**src/scp_pkg.sv**
```systemverilog
// Package for the serial control word port: field positions, mode codes and reset values.
// Assumes a single clk domain at 100 MHz; all users reference names with scp_pkg:: prefix.
package scp_pkg;
   localparam int WORD_BITS = 16;
   // Field positions in the control word.
   localparam int MODE_LSB = 0;
   localparam int MODE_W = 3;
   localparam int CFG_LSB = 3;
   localparam int CFG_W = 2;
   localparam int PAY_LSB = 5;
   localparam int PAY_W = 9;
   localparam int MEAS_BIT = 14;
   localparam int WDOG_BIT = 15;
   // Mode selection codes.
   localparam logic [2:0] MODE_ACT_LIN_SLEEP = 3'h2;
   localparam logic [2:0] MODE_ACT_LIN_ON = 3'h3;
   localparam logic [2:0] MODE_SLEEP = 3'h4;
   localparam logic [2:0] MODE_RX_ONLY = 3'h6;
   localparam logic [2:0] MODE_STOP = 3'h7;
   // Configuration selection codes.
   localparam logic [1:0] CFG_GENERAL = 2'h0;
   localparam logic [1:0] CFG_SWITCH = 2'h1;
   localparam logic [1:0] CFG_CYCLIC = 2'h2;
   localparam logic [1:0] CFG_WDOG = 2'h3;
   // Values after reset.
   localparam logic [2:0] MODE_RESET = 3'h2;
   localparam logic [8:0] PAY_RESET = 9'h000;
   localparam logic [15:0] DIAG_RESET = 16'h0000;
   // Bit counter width for modulo-16 supervision.
   localparam int CNT_W = 4;
   typedef enum logic [2:0]
   {
      SCP_IDLE = 3'b001,
      SCP_XFER = 3'b010,
      SCP_DONE = 3'b100
   } scp_state_e;
endpackage

```
**src/scp_port.sv**
```systemverilog
// Serial slave port that receives the 16-bit control word and returns a diagnosis word.
// Assumes the master drives the serial clock and chip select; pins are sampled on clk.
`timescale 1ns/100ps
// Functional notes
// RQ1 - One 16-bit word in LSB first, diagnosis word out in the same transfer.
// RQ2 - Master supplies the serial clock; the port only samples it.
// RQ3 - Master drives chip select low for the whole word.
// RQ4 - Chip select rising adopts shifted-in bits as control word if count passes.
// RQ5 - Chip select rising releases the serial data output to high impedance.
// RQ6 - Serial input sampled on each falling serial clock edge.
// RQ7 - Output register advances after each rising serial clock edge.
// RQ8 - Clocks counted modulo sixteen; word discarded on mismatch.
// RQ9 - After a rejected word, output driven high before next first rising edge.
// RQ10 - During error report, output equals error OR current serial input.
// RQ11 - Bits 0 to 2 form the mode selection field.
// RQ12 - Bits 3 and 4 form the configuration selection field.
// RQ13 - Bits 5 to 13 are payload interpreted by configuration selection.
// RQ14 - Bit 14 enables measurement only in active mode; forced off otherwise.
// RQ15 - Bit 15 gates watchdog only in stop and sleep; active keeps it on.
// RQ16 - Bit 15 set before stop keeps watchdog on despite low load current.
// RQ17 - Mode codes 010,011,100,110,111 decoded; 000,001,101 reserved.
// RQ18 - After wake, master commands active first, then switches on.
// RQ19 - Configuration select: general, switch, cyclic wake, watchdog.
// RQ20 - Reserved mode codes keep the current mode; other fields still apply.
module scp_port
(
   input wire logic clk,
   input wire logic resetn,
   input wire logic chip_select_low,
   input wire logic serial_clk,
   input wire logic serial_data_in,
   input wire logic [15:0] diag_word,
   input wire logic low_load_current,
   output logic serial_data_out,
   output logic serial_data_out_oe,
   output logic [2:0] mode_q,
   output logic [8:0] general_cfg_q,
   output logic [8:0] switch_cfg_q,
   output logic [8:0] cyclic_cfg_q,
   output logic [8:0] wdog_cfg_q,
   output logic meas_on_q,
   output logic wdog_on_q,
   output logic word_valid_q,
   output logic count_error_q
);
   //------------------------------------------------------------
   // Reset release and pin synchronisation
   //------------------------------------------------------------
   logic rst1_q;
   logic rst_n;
   logic cs_low;
   logic sclk;
   logic sdi;
   logic cs_low_prev_q;
   logic sclk_prev_q;

   // Reset is released through two flip-flops.
   always_ff @(posedge clk or negedge resetn)
   begin
      if (!resetn)
      begin
         rst1_q <= 1'b0;
         rst_n <= 1'b0;
      end
      else
      begin
         rst1_q <= 1'b1;
         rst_n <= rst1_q;
      end
   end

   // RQ2 serial clock sampled
   scp_sync #(.INIT(1'b1)) u_sync_cs (.clk(clk), .rst_n(rst_n), .pin(chip_select_low), .level_q(cs_low));
   scp_sync #(.INIT(1'b0)) u_sync_clk (.clk(clk), .rst_n(rst_n), .pin(serial_clk), .level_q(sclk));
   scp_sync #(.INIT(1'b0)) u_sync_data (.clk(clk), .rst_n(rst_n), .pin(serial_data_in), .level_q(sdi));
   // Previous levels for edge detection.
   always_ff @(posedge clk or negedge rst_n)
   begin
      if (!rst_n)
      begin
         cs_low_prev_q <= 1'b1;
         sclk_prev_q <= 1'b0;
      end
      else
      begin
         cs_low_prev_q <= cs_low;
         sclk_prev_q <= sclk;
      end
   end

   //------------------------------------------------------------
   // Edge decode and transfer state
   //------------------------------------------------------------
   wire cs_fall = cs_low_prev_q & ~cs_low;
   wire cs_rise = ~cs_low_prev_q & cs_low;
   wire active = ~cs_low;
   wire clk_fall = active & sclk_prev_q & ~sclk;
   wire clk_rise = active & ~sclk_prev_q & sclk;

   scp_pkg::scp_state_e state_q;
   scp_pkg::scp_state_e state_d;
   logic [scp_pkg::CNT_W-1:0] cnt_q;
   logic any_clk_q;
   logic err_pend_q;
   logic err_show_q;
   logic [15:0] rx_word;
   logic [15:0] tx_word;

   // Next state: idle until select, transfer until release, one cycle to apply.
   always_comb
   begin
      state_d = state_q;
      case (state_q)
         scp_pkg::SCP_IDLE: if (cs_fall) state_d = scp_pkg::SCP_XFER;
         scp_pkg::SCP_XFER: if (cs_rise) state_d = scp_pkg::SCP_DONE;
         scp_pkg::SCP_DONE: state_d = scp_pkg::SCP_IDLE;
         default: state_d = scp_pkg::SCP_IDLE;
      endcase
   end

   // RQ8 modulo sixteen count
   always_ff @(posedge clk or negedge rst_n)
   begin
      if (!rst_n)
      begin
         state_q <= scp_pkg::SCP_IDLE;
         cnt_q <= '0;
         any_clk_q <= 1'b0;
      end
      else
      begin
         state_q <= state_d;
         if (cs_fall)
         begin
            cnt_q <= '0;
            any_clk_q <= 1'b0;
         end
         else if (clk_fall)
         begin
            cnt_q <= cnt_q + 1'b1;
            any_clk_q <= 1'b1;
         end
      end
   end

   // Count passes when it is a nonzero whole multiple of sixteen; only a release that closes an open transfer is judged.
   wire count_ok = (cnt_q == '0) & any_clk_q;
   wire apply = cs_rise & count_ok & (state_q == scp_pkg::SCP_XFER);
   wire reject = cs_rise & ~count_ok & (state_q == scp_pkg::SCP_XFER);

   //------------------------------------------------------------
   // Shift registers
   //------------------------------------------------------------
   // RQ6 sample on falling edge
   scp_shift #(.W(scp_pkg::WORD_BITS)) u_rx
   (
      .clk(clk),
      .rst_n(rst_n),
      .load(1'b0),
      .load_val(16'h0000),
      .shift(clk_fall),
      .bit_in(sdi),
      .data_q(rx_word)
   );

   // RQ1 RQ7 diagnosis word shifted out
   scp_shift #(.W(scp_pkg::WORD_BITS)) u_tx
   (
      .clk(clk),
      .rst_n(rst_n),
      .load(cs_fall),
      .load_val(diag_word),
      .shift(clk_rise),
      .bit_in(1'b0),
      .data_q(tx_word)
   );

   //------------------------------------------------------------
   // Error flag and serial output
   //------------------------------------------------------------
   // RQ9 error pending set on reject
   always_ff @(posedge clk or negedge rst_n)
   begin
      if (!rst_n)
      begin
         err_pend_q <= 1'b0;
         err_show_q <= 1'b0;
      end
      else
      begin
         if (reject)
         begin
            err_pend_q <= 1'b1;
         end
         else if (cs_fall)
         begin
            err_pend_q <= 1'b0;
         end
         if (cs_fall)
         begin
            err_show_q <= err_pend_q;
         end
         else if (clk_rise | cs_rise)
         begin
            err_show_q <= 1'b0;
         end
      end
   end
   // RQ10 error ORed with input
   wire out_bit = err_show_q ? (1'b1 | sdi) : tx_word[0];
   // RQ5 release output on deselect
   always_ff @(posedge clk or negedge rst_n)
   begin
      if (!rst_n)
      begin
         serial_data_out <= 1'b0;
         serial_data_out_oe <= 1'b0;
      end
      else
      begin
         serial_data_out <= out_bit;
         serial_data_out_oe <= active & ~cs_rise;
      end
   end

   //------------------------------------------------------------
   // Control word decode
   //------------------------------------------------------------
   // RQ11 mode field
   wire [2:0] new_mode = rx_word[scp_pkg::MODE_LSB +: scp_pkg::MODE_W];
   // RQ12 configuration field
   wire [1:0] new_cfg = rx_word[scp_pkg::CFG_LSB +: scp_pkg::CFG_W];
   // RQ13 payload field
   wire [8:0] new_pay = rx_word[scp_pkg::PAY_LSB +: scp_pkg::PAY_W];
   // RQ17 valid mode codes
   wire mode_known = (new_mode == scp_pkg::MODE_ACT_LIN_SLEEP) | (new_mode == scp_pkg::MODE_ACT_LIN_ON)
                   | (new_mode == scp_pkg::MODE_SLEEP) | (new_mode == scp_pkg::MODE_RX_ONLY)
                   | (new_mode == scp_pkg::MODE_STOP);
   wire is_active = (mode_q == scp_pkg::MODE_ACT_LIN_SLEEP) | (mode_q == scp_pkg::MODE_ACT_LIN_ON);
   wire is_low_pwr = (mode_q == scp_pkg::MODE_SLEEP) | (mode_q == scp_pkg::MODE_STOP);
   logic meas_bit_q;
   logic wdog_bit_q;
   logic wdog_latched_q;

   // RQ4 adopt word on release
   always_ff @(posedge clk or negedge rst_n)
   begin
      if (!rst_n)
      begin
         mode_q <= scp_pkg::MODE_RESET;
         general_cfg_q <= scp_pkg::PAY_RESET;
         switch_cfg_q <= scp_pkg::PAY_RESET;
         cyclic_cfg_q <= scp_pkg::PAY_RESET;
         wdog_cfg_q <= scp_pkg::PAY_RESET;
         meas_bit_q <= 1'b0;
         wdog_bit_q <= 1'b0;
         wdog_latched_q <= 1'b0;
         word_valid_q <= 1'b0;
         count_error_q <= 1'b0;
      end
      else
      begin
         word_valid_q <= apply;
         count_error_q <= reject;
         if (apply)
         begin
            // RQ20 reserved mode kept
            if (mode_known)
            begin
               mode_q <= new_mode;
            end
            // RQ19 configuration set select
            case (new_cfg)
               scp_pkg::CFG_GENERAL: general_cfg_q <= new_pay;
               scp_pkg::CFG_SWITCH: switch_cfg_q <= new_pay;
               scp_pkg::CFG_CYCLIC: cyclic_cfg_q <= new_pay;
               scp_pkg::CFG_WDOG: wdog_cfg_q <= new_pay;
               default: general_cfg_q <= general_cfg_q;
            endcase
            meas_bit_q <= rx_word[scp_pkg::MEAS_BIT];
            wdog_bit_q <= rx_word[scp_pkg::WDOG_BIT];
            // RQ16 watchdog latched before stop
            if (mode_known & (new_mode == scp_pkg::MODE_STOP) & (mode_q != scp_pkg::MODE_STOP))
            begin
               wdog_latched_q <= wdog_bit_q | rx_word[scp_pkg::WDOG_BIT];
            end
         end
      end
   end

   // RQ14 measurement only in active
   wire meas_d = meas_bit_q & is_active;
   // RQ15 watchdog always on in active
   wire wdog_d = is_active | (is_low_pwr & wdog_bit_q & (~low_load_current | wdog_latched_q))
               | (~is_active & ~is_low_pwr);
   // Registered gated controls.
   always_ff @(posedge clk or negedge rst_n)
   begin
      if (!rst_n)
      begin
         meas_on_q <= 1'b0;
         wdog_on_q <= 1'b1;
      end
      else
      begin
         meas_on_q <= meas_d;
         wdog_on_q <= wdog_d;
      end
   end

   //------------------------------------------------------------
   // Assertions
   //------------------------------------------------------------
   a_release_tristate: // RQ5
      assert property (@(posedge clk) disable iff (!rst_n) cs_rise |=> !serial_data_out_oe)
      else $error("output still driven after deselect");
   a_bad_count_drop: // RQ8
      assert property (@(posedge clk) disable iff (!rst_n) reject |=> !word_valid_q && $stable(mode_q))
      else $error("bad length word applied");
   a_error_shown: // RQ9
      assert property (@(posedge clk) disable iff (!rst_n) (cs_fall && err_pend_q) |=> ##1 serial_data_out)
      else $error("count error not reported");
   a_meas_forced_off: // RQ14
      assert property (@(posedge clk) disable iff (!rst_n) !is_active |=> !meas_on_q)
      else $error("measurement on outside active mode");
   a_wdog_active_on: // RQ15
      assert property (@(posedge clk) disable iff (!rst_n) is_active |=> wdog_on_q)
      else $error("watchdog off in active mode");
   a_reserved_mode_kept: // RQ20
      assert property (@(posedge clk) disable iff (!rst_n) (apply && !mode_known) |=> $stable(mode_q))
      else $error("reserved code changed mode");
   a_mode_adopted: // RQ4
      assert property (@(posedge clk) disable iff (!rst_n) (apply && mode_known) |=> mode_q == $past(new_mode))
      else $error("valid mode not adopted");
   a_shift_lsb_first: // RQ6
      assert property (@(posedge clk) disable iff (!rst_n) clk_fall |=> rx_word[15] == $past(sdi))
      else $error("input bit not captured");
endmodule

```
**src/scp_shift.sv**
```systemverilog
// Sixteen-bit shift register, LSB first, with parallel load.
// Assumes shift and load are single-cycle strobes on clk.
`timescale 1ns/100ps
module scp_shift
#(
   parameter int W = 16
)
(
   input wire logic clk,
   input wire logic rst_n,
   input wire logic load,
   input wire logic [W-1:0] load_val,
   input wire logic shift,
   input wire logic bit_in,
   output logic [W-1:0] data_q
);
   // Load has priority; a shift moves bits toward the LSB and inserts at the MSB.
   always_ff @(posedge clk or negedge rst_n)
   begin
      if (!rst_n)
      begin
         data_q <= '0;
      end
      else if (load)
      begin
         data_q <= load_val;
      end
      else if (shift)
      begin
         data_q <= {bit_in, data_q[W-1:1]};
      end
   end
endmodule

```
**src/scp_sync.sv**
```systemverilog
// Three-stage synchroniser with agreement filter for one pin input.
// Assumes clk is the block clock; rst_n is the already synchronised reset.
`timescale 1ns/100ps
module scp_sync
#(
   parameter logic INIT = 1'b0
)
(
   input wire logic clk,
   input wire logic rst_n,
   input wire logic pin,
   output logic level_q
);
   logic s1_q;
   logic s2_q;
   logic s3_q;
   // Stage chain; the output changes only when stages two and three agree.
   always_ff @(posedge clk or negedge rst_n)
   begin
      if (!rst_n)
      begin
         s1_q <= INIT;
         s2_q <= INIT;
         s3_q <= INIT;
         level_q <= INIT;
      end
      else
      begin
         s1_q <= pin;
         s2_q <= s1_q;
         s3_q <= s2_q;
         if (s2_q == s3_q)
         begin
            level_q <= s3_q;
         end
      end
   end
endmodule

```
**config.mk**
```make
export PLATFORM = sky130hd
export DESIGN_NAME = scp_port
export DESIGN_NICKNAME = d
export VERILOG_FILES = /design/src/scp_pkg.sv /design/src/scp_port.sv /design/src/scp_shift.sv /design/src/scp_sync.sv
export SDC_FILE = /design/constraint.sdc
export NUM_CORES = 1
export LEC_CHECK = 0
export BUFFER_PORTS_ARGS = -buffer_cell sky130_fd_sc_hd__buf_4
export CORE_ASPECT_RATIO = 1.4
export CORE_MARGIN = 5
export CORE_UTILIZATION = 56
export CTS_CLUSTER_DIAMETER = 200
export DETAILED_ROUTE_END_ITERATION = 12
export PLACE_DENSITY = 0.79
export RECOVER_POWER = 50
export SYNTH_ARGS = -nofsm -noshare
export SYNTH_HDL_FRONTEND = slang
export SYNTH_HIERARCHICAL = 1
export SYNTH_SLANG_ARGS = --single-unit
```
**constraint.sdc**
```tcl
create_clock -name clk -period 4.11 [get_ports clk]
set_input_delay 0.822 -clock clk [delete_from_list [all_inputs] [get_ports clk]]
set_output_delay 0.822 -clock clk [all_outputs]
set_load 0.01 [all_outputs]
```
==> metrics.md <==
| Metric | Value |
|---|---|
| Run status | complete, but fails checks |
| Failing checks | max-capacitance violations |
| Cells taking the most area after synthesis | dfrtp_1, mux2i_1, mux2_4 |
| Net Switching | 0.0005401 W |
| Io pins | 67 |
| Top delay family on crit path | simple AND/OR/NAND/NOR gates |
| TritonCTS clock tree | built |
| Biggest area consumer among synthesized cells | dfrtp_1 |
| Post-synthesis cell count | 324 |
| Clock sinks | 106 |
| Most frequently used flop master after synthesis | dfrtp_1 |
| Hold_buf cts | 0 |
| Final worst path period share | 67.09% |
| Top-area cell type share of the netlist area | 56.44% |
| CTS buffer count | 9 |
| Final number of max-transition violations | 0 |
| DR vias/cell | 5.122 |
| Internal | 0.001579 W |
| Clk_lat worst skew | 0.36 ns |
| Final setup fails | 0 |
| CP Cell Sequence | inv_1 -> ha_1 -> and4bb_1 -> and4_1 -> nor3b_2 -> mux2_4 |
| Min cycle time layout | 2.757 ns |
| H-tree levels | 3 |
| Max Buffers Root-to-Sink | 2 |
| RSZ-0062 raised after global routing | false |
| Rows | 38 |
| Antenna cells | 0 |
| Initial DRC count | 163 |
| Root Driver | clkbuf_8 |
| Pwr Total | 0.002119 W |
| EDFF count, synth | 0 |
| Die area | 9646 sq um |
| Startpoint types | flop |
| Critical path arrival | 3.01 ns |
| Ys Warns | 6 |
| Hold WC Path Type | primary input to async pin |
| Worst setup path category | flop to flop |
| Worst-path fanout max | 15 |
| First-pass GRT wire length | 13.46 mm |
| Max Cap Viol | 1 |
| Crit end category | flop |
| Avg Inst Size Synth | 13.41 sq um |
| Leak pwr | 2.446 nW |
| GRT Overall Usage | 17.68% |
| Asr flop ratio synth | 100.0% |
| Largest net degree at the start of global routing | 79 |
| DRT Wirelength | 7.801 mm |
| Routed length per instance | 15.15 um |
| Post-DP HPWL | 5.333 mm |
| Vias in the first global route | 2787 |
| Synthesized flop and latch total | 106 |
| Clk pin slew, worst setup/hold paths | 0.09 ns |
| Setup TNS | 0 ns |
| Synth unique cells | 44 |
| Die Y | 114.2 um |
| Initial antenna violation count | 0 |
| # fillers | 592 |
| # port buffers | 66 |
| Net Sw Frac | 25.48% |
| Slew HR | 0.2519% |
| Via count | 2638 |
| Area delta synth->final | 17.68% |
| Post-CTS resize count | 0 |
| Clock Power Share | 28.4% |
| CP max stage cell | nor3b_2 |
| Layout cells sized above 1 | 30.60% |
| Setup Buffers After CTS | 0 |
| Power Density | 414.5 nW/um^2 |
| Initial Utilization | 56.77% |
| Bufs and invs on worst path | 1 |
| Most frequent cell after synthesis | dfrtp_1 |
| Mapped Area | 4345 sq um |
| Routability cong. | 0.7782 |
| Chip Width | 84.45 um |
| FMAX | 0.3626 GHz |
| Total core area | 7655 sq um |
| Worst Tran Pin Value | 1.496 ns |
| Skew final | 0.01034 ns |
| CP max stage delay | 0.90 ns |
| DR DRC count | 0 |
| Post-synthesis sequential area ratio | 61.27% |
| Antenna Nets Post-Route | 0 |
| Gate power share | 12.3% |
| Sequential Power Share | 59.2% |
| Worst EP required | 4.36 ns |
| Peak supply drop | 0.2706 mV |
| DRT Pass-1 Iters | 4 |
| Nets | 434 |
| Commonest cells post-synth | dfrtp_1, nand2_1, mux2i_1 |
| Total congestion overflow | 0 |
| Final Hold Fails | 0 |
## cell type report
class                   count  area [sq um]  share of cell area [%]
clock buffers              13         138.9                   2.716
clock inverters             3         42.54                  0.8319
inverters                   6         22.52                  0.4404
multi-input cells         218          1615                   31.59
flip-flops and latches    106          2666                   52.14
well taps                 100         125.1                   2.447
repair buffers             69         503.0                   9.836
## worst paths after layout
| path | from | to | slack (ns) | cells past startpoint |
|---|---|---|---|---|
| setup / recovery | cnt_q[0]$_DFFE_PN0P_ | general_cfg_q[5]$_DFFE_PN0P_ | 1.35 | 6 |
| hold reg to reg | u_sync_clk/s1_q$_DFF_PN0_ | u_sync_clk/s2_q$_DFF_PN0_ | 0.35 | 0 |
| setup reg to reg | cnt_q[0]$_DFFE_PN0P_ | general_cfg_q[5]$_DFFE_PN0P_ | 1.35 | 6 |
| min in group clk | u_sync_clk/s1_q$_DFF_PN0_ | u_sync_clk/s2_q$_DFF_PN0_ | 0.35 | 0 |
| max in group asynchronous | rst_n$_DFF_PN0_ | u_tx/data_q[9]$_DFFE_PN0P_ | 1.77 | 1 |
| hold / removal | resetn | rst_n$_DFF_PN0_ | 0.22 | 1 |
## state kept, by name (all words and copies together) (netlist names), 3 cells and up
signal         count
u_rx/data_q       16
u_tx/data_q       16
cyclic_cfg_q       9
general_cfg_q      9
switch_cfg_q       9
wdog_cfg_q         9
cnt_q              4
mode_q             3
state_q            3
## layer usage
layer	routed length, um	track usage (%)	vias up
met5	0	0	-
met1	3379	23.33	1310
met4	140	7.497	0
met2	4017	28.35	49
met3	264	4.032	10
li1	-	-	1269
## worst reg2reg max path, stage by stage, from the launching register on
cell      delay, ns
dfrtp_1        0.42
inv_1          0.09
ha_1           0.15
and4bb_1       0.20
and4_1         0.53
nor3b_2        0.90
mux2_4         0.36
## per-stage QoR
step,setup WS [ns],std cells,hold slack [ns],area (sq um),util (%)
floorplan,0.9525,345,0.3312,4424,-
global placement,1.438,499,0.3327,4951,64.68
detailed placement,1.345,499,0.3355,4951,64.68
CTS,1.339,515,0.1958,5132,67.05
global route,1.156,515,0.1867,5114,66.80
finish,1.353,515,0.2164,5114,66.80
## power groups by stage
| stage | Combinational (W) | Sequential [W] | Clock [W] |
|---|---|---|---|
| 3_5_place_dp | 0.000265 | 0.00128 | 0 |
| 3_3_place_gp | 0.000256 | 0.00127 | 0 |
| 6_report | 0.000262 | 0.00126 | 0.000603 |
| 4_1_cts | 0.000265 | 0.00126 | 0.000621 |
| 5_1_grt | 0.000295 | 0.00128 | 0.000666 |
| 2_1_floorplan | 0.000181 | 0.00126 | 0 |
## cells by family (layout without fill, tap and decap cells)
logic type,after synthesis,after routing,synth area share (%)
AND/OR/NAND/NOR,69,69,8.034
flip-flops,106,106,61.27
XOR/XNOR,3,3,0.6048
other,2,23,0.1728
adder cells (fa/ha/maj),5,5,1.353
buffers and inverters,21,91,3.541
AO/OA/AOI/OAI,48,48,6.248
multiplexers,70,70,18.77
## placed cells by master (no fill, tap or decap), types with 11 or more instances in the layout
cell type	instances
nand2_1	38
dfrtp_1	97
mux2_2	20
nor2_1	11
mux2i_1	32
buf_4	62
mux2_4	18
conb_1	23
o21ai_0	22
o21ai_1	11
No activity file was read; power rests on OpenSTA's default activity.
